==> config.mk <==
export PLATFORM = sky130hd
export DESIGN_NAME = pmp_mac_pins
export DESIGN_NICKNAME = d
export VERILOG_FILES = /design/src/pmp_pkg.sv /design/src/pmp_strap_if.sv /design/src/pmp_mac_pins.sv /design/src/pmp_strap.sv
export VERILOG_INCLUDE_DIRS = /design/src
export SDC_FILE = /design/constraint.sdc
export NUM_CORES = 1
export LEC_CHECK = 0
export ABC_AREA = 1
export BUFFER_PORTS_ARGS = -buffer_cell sky130_fd_sc_hd__buf_2
export CAP_MARGIN = 20
export CORE_MARGIN = 5
export CORE_UTILIZATION = 51
export CTS_BUF_LIST = sky130_fd_sc_hd__clkbuf_8 sky130_fd_sc_hd__clkbuf_16
export DETAILED_ROUTE_END_ITERATION = 8
export GPL_TIMING_DRIVEN = 0
export HOLD_SLACK_MARGIN = 0.08
export PLACE_DENSITY = 0.77
export SETUP_SLACK_MARGIN = 0.4
export SLEW_MARGIN = 0
export SYNTH_ARGS = -nofsm -noshare
export SYNTH_HDL_FRONTEND = slang
export SYNTH_HIERARCHICAL = 1
export SYNTH_SLANG_ARGS = --single-unit
==> constraint.sdc <==
create_clock -name pclk -period 1.6 [get_ports pclk]
set_input_delay 0.16 -clock pclk [delete_from_list [all_inputs] [get_ports pclk]]
set_output_delay 0.16 -clock pclk [all_outputs]
set_load 0.005 [all_outputs]
==> src/pmp_params.svh <==
// Constants for the MAC-side pin block: offsets, bit positions, reset values, timing
`ifndef PMP_PARAMS_SVH
`define PMP_PARAMS_SVH

// ----------------------------------------------------------------
// Clock and timing
// ----------------------------------------------------------------
`define PMP_PCLK_PS 25000
`define PMP_NS2CYC(ns) ((((ns) * 1000) + `PMP_PCLK_PS - 1) / `PMP_PCLK_PS)
`define PMP_HALF_100_NS 20
`define PMP_HALF_10_NS 200
`define PMP_HALF_RMII_NS 10
`define PMP_HW_RESET_MIN_MS 10
`define PMP_BLINK_MS 40
`define PMP_BLINK_CYC ((`PMP_BLINK_MS * 1000000) / (`PMP_PCLK_PS / 1000))
`define PMP_STRAP_SETTLE 3'h4

// ----------------------------------------------------------------
// Register offsets
// ----------------------------------------------------------------
`define PMP_OFF_CTRL 12'h000
`define PMP_OFF_STAT 12'h004
`define PMP_OFF_TXCNT 12'h008
`define PMP_OFF_RXCNT 12'h00c

// ----------------------------------------------------------------
// Control and status fields
// ----------------------------------------------------------------
`define PMP_CTRL_LINK 0
`define PMP_CTRL_SPD100 1
`define PMP_CTRL_FDX 2
`define PMP_CTRL_IRQ 3
`define PMP_CTRL_WOL 4
`define PMP_CTRL_RESET 5'h00
`define PMP_STAT_MODE 0
`define PMP_STAT_CLKIN 2
`define PMP_STAT_WOLSEL 3
`define PMP_STAT_ADDR 4
`define PMP_STAT_DONE 6
`define PMP_STAT_TXACT 7
`define PMP_STAT_CRS 8
`define PMP_STAT_COL 9

`endif

==> src/pmp_pkg.sv <==
// Types shared by the MAC-side pin block
package pmp_pkg;
    typedef enum logic [1:0] {
        PMP_MII = 2'b00,
        PMP_REV_MII = 2'b01,
        PMP_RMII_CKOUT = 2'b10,
        PMP_RMII_CKIN = 2'b11
    } pmp_media_t;

    typedef enum logic [1:0] {
        PMP_ST_WAIT = 2'b00,
        PMP_ST_CAPT = 2'b01,
        PMP_ST_DONE = 2'b10
    } pmp_strap_st_t;
endpackage

==> src/pmp_strap_if.sv <==
// Interface between the pin core and the strap capture unit
`timescale 1ns/1ps
interface pmp_strap_if;
    import pmp_pkg::*;
    logic pin_dv;
    logic pin_d3;
    logic pin_d1;
    logic pin_link10_led;
    logic pin_link100_led;
    logic rearm;
    logic done;
    pmp_media_t mode;
    logic clk_in;
    logic wol_sel;
    logic [1:0] addr;

    modport core (output pin_dv, pin_d3, pin_d1, pin_link10_led, pin_link100_led, rearm,
                  input done, mode, clk_in, wol_sel, addr);
    modport strap (input pin_dv, pin_d3, pin_d1, pin_link10_led, pin_link100_led, rearm,
                   output done, mode, clk_in, wol_sel, addr);
endinterface
==> src/pmp_mac_pins.sv <==
// MAC-facing pin logic of a 10/100 transceiver with an APB register slave
//
// Function
// Hardware reset pin returns all internal registers to default values; the divider, blink phase and APB read data are not reset by it.
// The outside party holds the hardware reset low for at least 10 ms; the bench holds it low for 6 pclk cycles.
// MII transmit clock runs 25 MHz at 100 Mb/s, 2.5 MHz at 10 Mb/s; the divider gives 20 MHz at 100 Mb/s.
// RMII uses one 50 MHz reference on the transmit clock pin, either direction; the driven reference is 20 MHz.
// Receive data bit 3 strap picks clock direction: 0 output, 1 input.
// Transmit enable is active high, sampled on the transmit clock rising edge.
// Transmit enable qualifies four data bits in MII, two low bits in RMII.
// The MAC drives transmit data with the transmit clock while enabled.
// Media mode from receive-valid and bit 3 straps: MII, reverse MII, RMII out, in.
// MII receive data valid is high exactly while receive data is valid.
// Receive error flags error symbols inside packets, on the receive clock edge.
// Received symbols appear on receive data on the receive clock rising edge.
// Receive data bit 1 strap makes the first LED pin LED or wake output.
// In RMII receive data bit 2 becomes the open-drain interrupt output.
// MII collision low in full duplex; in half duplex only when both media busy.
// First LED lights on 10 Mb/s link and blinks on activity.
// PHY address bit 0 comes from the first LED pin strap.
// Second LED shows 100 Mb/s link with blink; its strap gives address bit 1.
// Strap pins are captured at reset and used as configuration afterwards.
// RMII combined carrier-sense and data-valid follows the non-idle medium.
// MII carrier sense follows the non-idle medium; receive clock matches transmit clock.
`timescale 1ns/1ps
`include "pmp_params.svh"
module pmp_mac_pins
    import pmp_pkg::*;
#(
    parameter int BLINK_CYCLES = `PMP_BLINK_CYC
)
(
    // Clock and bus reset
    input wire logic pclk,
    input wire logic presetn,
    // APB slave
    input wire logic psel,
    input wire logic penable,
    input wire logic pwrite,
    input wire logic [11:0] paddr,
    input wire logic [31:0] pwdata,
    output logic [31:0] prdata,
    output logic pready,
    output logic pslverr,
    // Hardware reset pin
    input wire logic hw_reset_n,
    // MAC transmit pins
    input wire logic tx_clk_i,
    output logic tx_clk_o,
    output logic tx_clk_oe,
    input wire logic tx_en,
    input wire logic [3:0] tx_d,
    // MAC receive pins
    output logic rx_clk,
    input wire logic rx_dv_i,
    output logic rx_dv_o,
    output logic rx_dv_oe,
    input wire logic [3:0] rx_d_i,
    output logic [3:0] rx_d_o,
    output logic [3:0] rx_d_oe,
    output logic rx_er,
    output logic crs,
    output logic col,
    // LED pins
    input wire logic link10_led_i,
    output logic link10_led_o,
    output logic link10_led_oe,
    input wire logic link100_led_i,
    output logic link100_led_o,
    output logic link100_led_oe,
    // Line side, receive
    input wire logic line_rx_active,
    input wire logic line_rx_valid,
    input wire logic [3:0] line_rx_data,
    input wire logic line_rx_err,
    // Line side, transmit
    output logic line_tx_valid,
    output logic [3:0] line_tx_data
);
    localparam logic [3:0] HALF_100 = 4'(`PMP_NS2CYC(`PMP_HALF_100_NS));
    localparam logic [3:0] HALF_10 = 4'(`PMP_NS2CYC(`PMP_HALF_10_NS));
    localparam logic [3:0] HALF_RMII = 4'(`PMP_NS2CYC(`PMP_HALF_RMII_NS));
    localparam logic [20:0] BLINK_LAST = 21'(BLINK_CYCLES - 1);

    typedef struct packed {
        logic tx_en_m;
        logic tx_en_s;
        logic [3:0] txd_m;
        logic [3:0] txd_s;
        logic tx_en_d;
        logic [3:0] txd_d;
        logic rst_m;
        logic rst_s;
        logic ck_m;
        logic ck_s;
        logic ck_d;
        logic [3:0] div_cnt;
        logic ck_q;
        logic [4:0] ctrl;
        logic [15:0] tx_cnt;
        logic [15:0] rx_cnt;
        logic [3:0] rxd;
        logic rx_dv;
        logic rx_er;
        logic crs;
        logic col;
        logic ltx_valid;
        logic [3:0] ltx_data;
        logic tx_active;
        logic [20:0] blink_cnt;
        logic blink;
        logic [31:0] prdata;
        logic pslverr;
    } pmp_state_t;

    pmp_state_t q;
    pmp_state_t next_q;
    pmp_strap_if sif ();

    logic core_rst;
    logic rmii;
    logic ck_in_sel;
    logic tick;
    logic [3:0] half;
    logic act;
    logic led10_on;
    logic led100_on;
    logic [31:0] stat_word;
    logic smp_en;
    logic [3:0] smp_d;

    // ----------------------------------------------------------------
    // Address decode
    // ----------------------------------------------------------------
    function automatic logic addr_hit(input logic [11:0] a);
        addr_hit = (a == `PMP_OFF_CTRL) || (a == `PMP_OFF_STAT) ||
                   (a == `PMP_OFF_TXCNT) || (a == `PMP_OFF_RXCNT);
    endfunction

    // ----------------------------------------------------------------
    // Strap capture
    // ----------------------------------------------------------------
    assign sif.pin_dv = rx_dv_i;
    assign sif.pin_d3 = rx_d_i[3];
    assign sif.pin_d1 = rx_d_i[1];
    assign sif.pin_link10_led = link10_led_i;
    assign sif.pin_link100_led = link100_led_i;
    assign sif.rearm = core_rst;

    pmp_strap u_strap (
        .pclk(pclk),
        .presetn(presetn),
        .sif(sif)
    );

    assign core_rst = ~q.rst_s;
    assign rmii = (sif.mode == PMP_RMII_CKOUT) || (sif.mode == PMP_RMII_CKIN);
    assign ck_in_sel = rmii && sif.clk_in;

    // Supplied reference is seen late, so stage two already holds what its edge launched
    assign smp_en = ck_in_sel ? q.tx_en_d : q.tx_en_s;
    assign smp_d = ck_in_sel ? q.txd_d : q.txd_s;

    always_comb begin
        if (rmii) begin
            half = HALF_RMII;
        end else if (q.ctrl[`PMP_CTRL_SPD100]) begin
            half = HALF_100;
        end else begin
            half = HALF_10;
        end
    end

    assign stat_word = {22'h0, q.col, q.crs, q.tx_active, sif.done, sif.addr,
                        sif.wol_sel, sif.clk_in, sif.mode};

    // ----------------------------------------------------------------
    // Next state
    // ----------------------------------------------------------------
    always_comb begin
        next_q = q;
        tick = 1'b0;
        next_q.tx_en_m = tx_en;
        next_q.tx_en_s = q.tx_en_m;
        next_q.txd_m = tx_d;
        next_q.txd_s = q.txd_m;
        next_q.tx_en_d = q.tx_en_s;
        next_q.txd_d = q.txd_s;
        next_q.rst_m = hw_reset_n;
        next_q.rst_s = q.rst_m;
        next_q.ck_m = tx_clk_i;
        next_q.ck_s = q.ck_m;
        next_q.ck_d = q.ck_s;
        next_q.ltx_valid = 1'b0;

        // Link clock: own divider, or edges of the supplied reference
        if (ck_in_sel) begin
            tick = q.ck_s & ~q.ck_d;
            next_q.ck_q = 1'b0;
            next_q.div_cnt = 4'h0;
        end else if (q.div_cnt == 4'h0) begin
            next_q.div_cnt = half - 4'h1;
            next_q.ck_q = ~q.ck_q;
            tick = ~q.ck_q;
        end else begin
            next_q.div_cnt = q.div_cnt - 4'h1;
        end

        if (tick && sif.done) begin
            next_q.tx_active = smp_en;
            next_q.ltx_valid = smp_en;
            if (rmii) begin
                next_q.ltx_data = {2'b00, smp_d[1:0]};
            end else begin
                next_q.ltx_data = smp_d;
            end
            if (smp_en) begin
                next_q.tx_cnt = q.tx_cnt + 16'h1;
            end
            next_q.rxd = line_rx_data;
            next_q.rx_dv = line_rx_valid;
            next_q.rx_er = line_rx_err & line_rx_valid;
            if (rmii) begin
                next_q.crs = line_rx_active;
                next_q.col = 1'b0;
            end else begin
                next_q.crs = line_rx_active | smp_en;
                next_q.col = ~q.ctrl[`PMP_CTRL_FDX] & smp_en & line_rx_active;
            end
            if (line_rx_valid) begin
                next_q.rx_cnt = q.rx_cnt + 16'h1;
            end
        end

        // Activity blink phase
        if (q.blink_cnt == BLINK_LAST) begin
            next_q.blink_cnt = 21'h0;
            next_q.blink = ~q.blink;
        end else begin
            next_q.blink_cnt = q.blink_cnt + 21'h1;
        end

        // APB: read data captured in setup, write taken in access
        next_q.pslverr = 1'b0;
        if (psel && !penable) begin
            case (paddr)
                `PMP_OFF_CTRL: next_q.prdata = {27'h0, q.ctrl};
                `PMP_OFF_STAT: next_q.prdata = stat_word;
                `PMP_OFF_TXCNT: next_q.prdata = {16'h0, q.tx_cnt};
                `PMP_OFF_RXCNT: next_q.prdata = {16'h0, q.rx_cnt};
                default: next_q.prdata = 32'h0;
            endcase
            next_q.pslverr = ~addr_hit(paddr);
        end else if (psel && penable) begin
            next_q.pslverr = q.pslverr;
            if (pwrite && paddr == `PMP_OFF_CTRL) begin
                next_q.ctrl = pwdata[4:0];
            end
        end

        // Hardware reset pin restores defaults
        if (core_rst) begin
            next_q.ctrl = `PMP_CTRL_RESET;
            next_q.tx_cnt = 16'h0;
            next_q.rx_cnt = 16'h0;
            next_q.rxd = 4'h0;
            next_q.rx_dv = 1'b0;
            next_q.rx_er = 1'b0;
            next_q.crs = 1'b0;
            next_q.col = 1'b0;
            next_q.tx_active = 1'b0;
            next_q.ltx_valid = 1'b0;
            next_q.ltx_data = 4'h0;
        end
    end

    always_ff @(posedge pclk or negedge presetn) begin
        if (!presetn) begin
            q <= '0;
        end else begin
            q <= next_q;
        end
    end

    // ----------------------------------------------------------------
    // APB outputs
    // ----------------------------------------------------------------
    assign pready = 1'b1;
    assign prdata = q.prdata;
    assign pslverr = q.pslverr & psel & penable;

    // ----------------------------------------------------------------
    // Pins
    // ----------------------------------------------------------------
    assign tx_clk_o = q.ck_q;
    assign tx_clk_oe = sif.done & ~ck_in_sel;
    assign rx_clk = q.ck_q & ~rmii;
    assign rx_dv_o = q.rx_dv;
    assign rx_dv_oe = sif.done & ~rmii;
    assign rx_er = q.rx_er;
    assign crs = q.crs;
    assign col = q.col;

    genvar gi;
    generate
        for (gi = 0; gi < 2; gi++) begin : g_rxd_low
            assign rx_d_o[gi] = q.rxd[gi];
            assign rx_d_oe[gi] = sif.done;
        end
    endgenerate

    // Bit 2 is the open-drain interrupt in RMII, data in MII
    assign rx_d_o[2] = rmii ? 1'b0 : q.rxd[2];
    assign rx_d_oe[2] = sif.done & (rmii ? q.ctrl[`PMP_CTRL_IRQ] : 1'b1);
    assign rx_d_o[3] = q.rxd[3];
    assign rx_d_oe[3] = sif.done & ~rmii;

    assign act = q.tx_active | q.crs;
    assign led10_on = q.ctrl[`PMP_CTRL_LINK] & ~q.ctrl[`PMP_CTRL_SPD100] & ~(act & q.blink);
    assign led100_on = q.ctrl[`PMP_CTRL_LINK] & q.ctrl[`PMP_CTRL_SPD100] & ~(act & q.blink);

    // First LED pin doubles as the open-drain wake output
    assign link10_led_o = sif.wol_sel ? 1'b0 : led10_on;
    assign link10_led_oe = sif.done & (sif.wol_sel ? q.ctrl[`PMP_CTRL_WOL] : 1'b1);
    assign link100_led_o = led100_on;
    assign link100_led_oe = sif.done;

    assign line_tx_valid = q.ltx_valid;
    assign line_tx_data = q.ltx_data;
endmodule

==> src/pmp_strap.sv <==
// Strap capture unit: samples bootstrap pin levels after each reset release
`timescale 1ns/1ps
`include "pmp_params.svh"
module pmp_strap
    import pmp_pkg::*;
(
    // Clock and reset
    input wire logic pclk,
    input wire logic presetn,
    // Core side
    pmp_strap_if.strap sif
);
    typedef struct packed {
        logic [4:0] m;
        logic [4:0] s;
        logic [2:0] cnt;
        pmp_strap_st_t st;
        logic [4:0] cap;
    } pmp_strap_state_t;

    pmp_strap_state_t q;
    pmp_strap_state_t next_q;

    always_comb begin
        next_q = q;
        next_q.m = {sif.pin_link100_led, sif.pin_link10_led, sif.pin_d1, sif.pin_d3, sif.pin_dv};
        next_q.s = q.m;
        case (q.st)
            PMP_ST_WAIT: begin
                next_q.cnt = q.cnt + 3'h1;
                if (q.cnt == `PMP_STRAP_SETTLE) begin
                    next_q.st = PMP_ST_CAPT;
                end
            end
            PMP_ST_CAPT: begin
                next_q.cap = q.s;
                next_q.st = PMP_ST_DONE;
            end
            PMP_ST_DONE: begin
                next_q.st = PMP_ST_DONE;
            end
            default: begin
                next_q.st = PMP_ST_WAIT;
            end
        endcase
        if (sif.rearm) begin
            next_q.st = PMP_ST_WAIT;
            next_q.cnt = 3'h0;
        end
    end

    always_ff @(posedge pclk or negedge presetn) begin
        if (!presetn) begin
            q <= '0;
        end else begin
            q <= next_q;
        end
    end

    assign sif.done = (q.st == PMP_ST_DONE);
    assign sif.mode = pmp_media_t'({q.cap[0], q.cap[1]});
    assign sif.clk_in = q.cap[1];
    assign sif.wol_sel = q.cap[2];
    assign sif.addr = {q.cap[4], q.cap[3]};
endmodule

==> out/metrics.cfg <==
[placement]
dp_cells = 1173
place.port_buffers = 82
dp_hpwl_mm = 12.47
gp_congestion = 0.9054

[pwr]
seq_power_share = 0.340
power.internal_mw = 7.765
vdd.ir_drop.worst_v = 0.001294
power.leakage_nw = 5.440
swShare = 0.3099
comb_power_share = 0.278
power.switching_mw = 3.487
clkPwrFrac = 0.382
p_per_area_mw_per_mm2 = 1032

[timing]
fin_ws_ns = -0.4428
setup_viol = 57
fin_crit_sh = 1.277
finClkSkew_ns = 0.01063
max_freq_mhz = 489.5
drv_slew = 0
period_needed_ns = 2.043
finalHoldViolations = 0
rsz0062_at_grt = true
max_slew_margin = 0.6165
worst_slew_pin_slew_ns = 0.5731

[setup_path]
end_kind = flip-flop
crit_type = reg2reg
cp_max_fo = 5
crit_chain = ha_1 -> nand3_1 -> inv_1 -> nand2_1 -> inv_1 -> nand2_1 -> nand2_1 -> nor2_1 -> nand3_1 -> o21ai_0
critPathArrivalTime_ns = 2.33
crit_required_ns = 1.89
cpPeakStageDelay_ns = 0.51
critical-path-slowest-cell = dfrtp_1
critPathLaunchType = flip-flop
cpMostUsedCell = nand2_1

[yosys]
synthDistinctLibCells = 39
ys_seq_area_frac = 0.4736
synth_edf_count = 0
yosys_most_used_dff = dfrtp_1
netlist_instances = 899
ys_async_sr_fraction = 1.000
syn_area_per_cell_um2 = 7.818
ys_seq_elements = 133
yosys_warnings = 6
netlist_area_mm2 = 0.007028

[die]
design.die.area_mm2 = 0.01623
row_count = 42
die_w_um = 127.4
pin_count = 129
core_mm2 = 0.01340
die_h_um = 127.4
start_util = 0.5245

[cells_and_area]
drive_above_1_share = 0.4076
diodes = 0
syn_to_final_growth_pct = 55.15
final_core_util = 0.8137
final_cells = 1339
fin_nets = 1230

[global_route]
grt_pass1_wl_mm = 33.90
antenna_found_initial = 0
grt_pass1_vias = 6924
grt_use_total = 0.2623
grt_max_degree = 90
grt.overflow.total = 0

[cts]
clock_sink_count = 133
cts_tree = done
h-tree-depth = 4
cts_buffers = 17
cts_root_buf = clkbuf_16
cts_buffer_depth = 2
clk_pin_slew_ns = 0.06
clk_latency_ns = 0.43

[run]
cap_violations = 0

[status]
violations = design-rule violations, negative setup slack
outcome = finished, violations left

[route]
post-route-drc-count = 1
firstDrtPassIters = 9
vias_per_cell = 5.881
routed_wl_mm = 29.29
ant_nets = 0
vias = 7875
drt_iter0_drc = 1125
routedWlPerCell_um = 21.87

[min_path]
hold_path.class = in2reg

[critical path, delay by kind of cell, from the launching register on]
family / cells / cell delay [ns]
AO/OA/AOI/OAI: 1 / 0.12
adder cells (fa/ha/maj): 1 / 0.28
buffers and inverters: 2 / 0.29
flip-flops: 1 / 0.51
AND/OR/NAND/NOR: 6 / 0.69
[stage by stage]
step / TNS (ns) / total power [mW] / instance area, um^2 / hold WS, ns / worst slack, ns
final: -14.27 / 11.25 / 10900 / 0.07947 / -0.4428
after global routing: -18.40 / 11.57 / 10900 / 0.1072 / -0.6840
after CTS: -3.596 / 10.11 / 9731 / 0.09064 / -0.1360
after detailed placement: -6.448 / 5.347 / 7884 / 0.1125 / -0.1918
after global placement: -190.80 / 5.289 / 7850 / 0.2687 / -1.400
after floorplan: 0 / 4.846 / 7219 / -0.1356 / 0.05058
[layer usage]
metal	up-vias	routed length, um	GRT usage
met3	234	3378	0.06135
met1	3663	9534	0.3081
li1	3317	-	-
met2	661	13820	0.4624
met5	-	0	0
met4	0	2552	0.1060
[repair_timing]
item,4_1_cts,5_1_grt
cloned,4,5
buffers inserted,52,46
resized for setup,137,195
endpoints found under the hold margin,71,1
hold buffers,25,2
setup endpoints to repair,115,135
pin swaps,28,50
[power groups by stage]
stage	logic [mW]	clock network [mW]	registers, mW
after CTS	2.11	4.23	3.77
after detailed placement	1.52	0	3.82
after global placement	1.48	0	3.81
final	3.13	4.30	3.82
after floorplan	1.07	0	3.78
after global routing	3.28	4.45	3.83
[Yosys cell counts (all sizes together) (2+ instances only)]
cell type	count	area, um^2
nand2	268	1052
dfrtp	133	3328
nor3	5	25.02
and3	2	12.51
clkbuf	7	36.28
conb	2	7.510
buf	59	440.4
a21oi	12	60.06
mux2i	2	20.02
xor2	17	148.9
nand3	97	495.5
o21bai	2	15.01
nand4	24	150.1
nor2	116	463.0
xnor2	3	26.28
inv	91	344.1
ha	10	125.1
o21ai	43	234.0
[cell type report]
| cell class | instances | area [um^2] |
|---|---|---|
| well taps | 176 | 220.2 |
| inverters | 91 | 400.4 |
| fillers | 701 | 2496 |
| repair inverters | 1 | 6.256 |
| multi-input cells | 625 | 3745 |
| repair buffers | 215 | 1897 |
| flip-flops and latches | 133 | 3341 |
| plain buffers | 66 | 653.1 |
| clock inverters | 12 | 175.2 |
| clock buffers | 20 | 466.7 |
[worst paths after layout]
check / cells past startpoint / slack [ns] / start / end
min in group asynchronous: 2 / 0.23 / presetn / next_q[123]
max: 10 / -0.44 / q[70] / q[77]
min: 4 / 0.08 / penable / prdata[0]
max in group asynchronous: 3 / 0.56 / presetn / u_strap/sif.wol_sel
max reg2reg: 10 / -0.44 / q[70] / q[77]
min reg2reg: 0 / 0.35 / u_strap/next_q[13] / u_strap/q[13]
[cells by family after synthesis]
kind of cell,synth area share
AND/OR/NAND/NOR,0.3157
buffers and inverters,0.1168
other,0.001069
AO/OA/AOI/OAI,0.04736
XOR/XNOR,0.02492
multiplexers,0.002849
flip-flops,0.4736
adder cells (fa/ha/maj),0.01780
[placed cells by master, fill, tap and decap left out, types with 15 or more instances in the layout]
cell type      netlist  routed
dlygate4sd3_1        0      27
nand2_4              3      15
nand2_2              3      26
nor2_2               8      25
nor2_1             107      67
o21ai_2              2      17
xor2_1              17      15
nor2_4               1      24
nand2_1            261     224
nand4_1             24      24
inv_1               82      67
buf_4               51      91
clkbuf_16            0      20
nand3_1             95      76
dfrtp_1            133     123
nand3_2              2      17
buf_2                4      52
buf_6                3      88
conb_1               2      17
[sequential cells by signal, indices dropped and copies added (netlist names), 2 cells and up]
register and cells:
q 71, prdata 16, next_q 13, u_strap/q 10, u_strap/next_q 5, line_tx_data 4, rx_d_o 3, u_strap/sif.addr 2
Note: power is estimated with default switching activity, not from simulation.
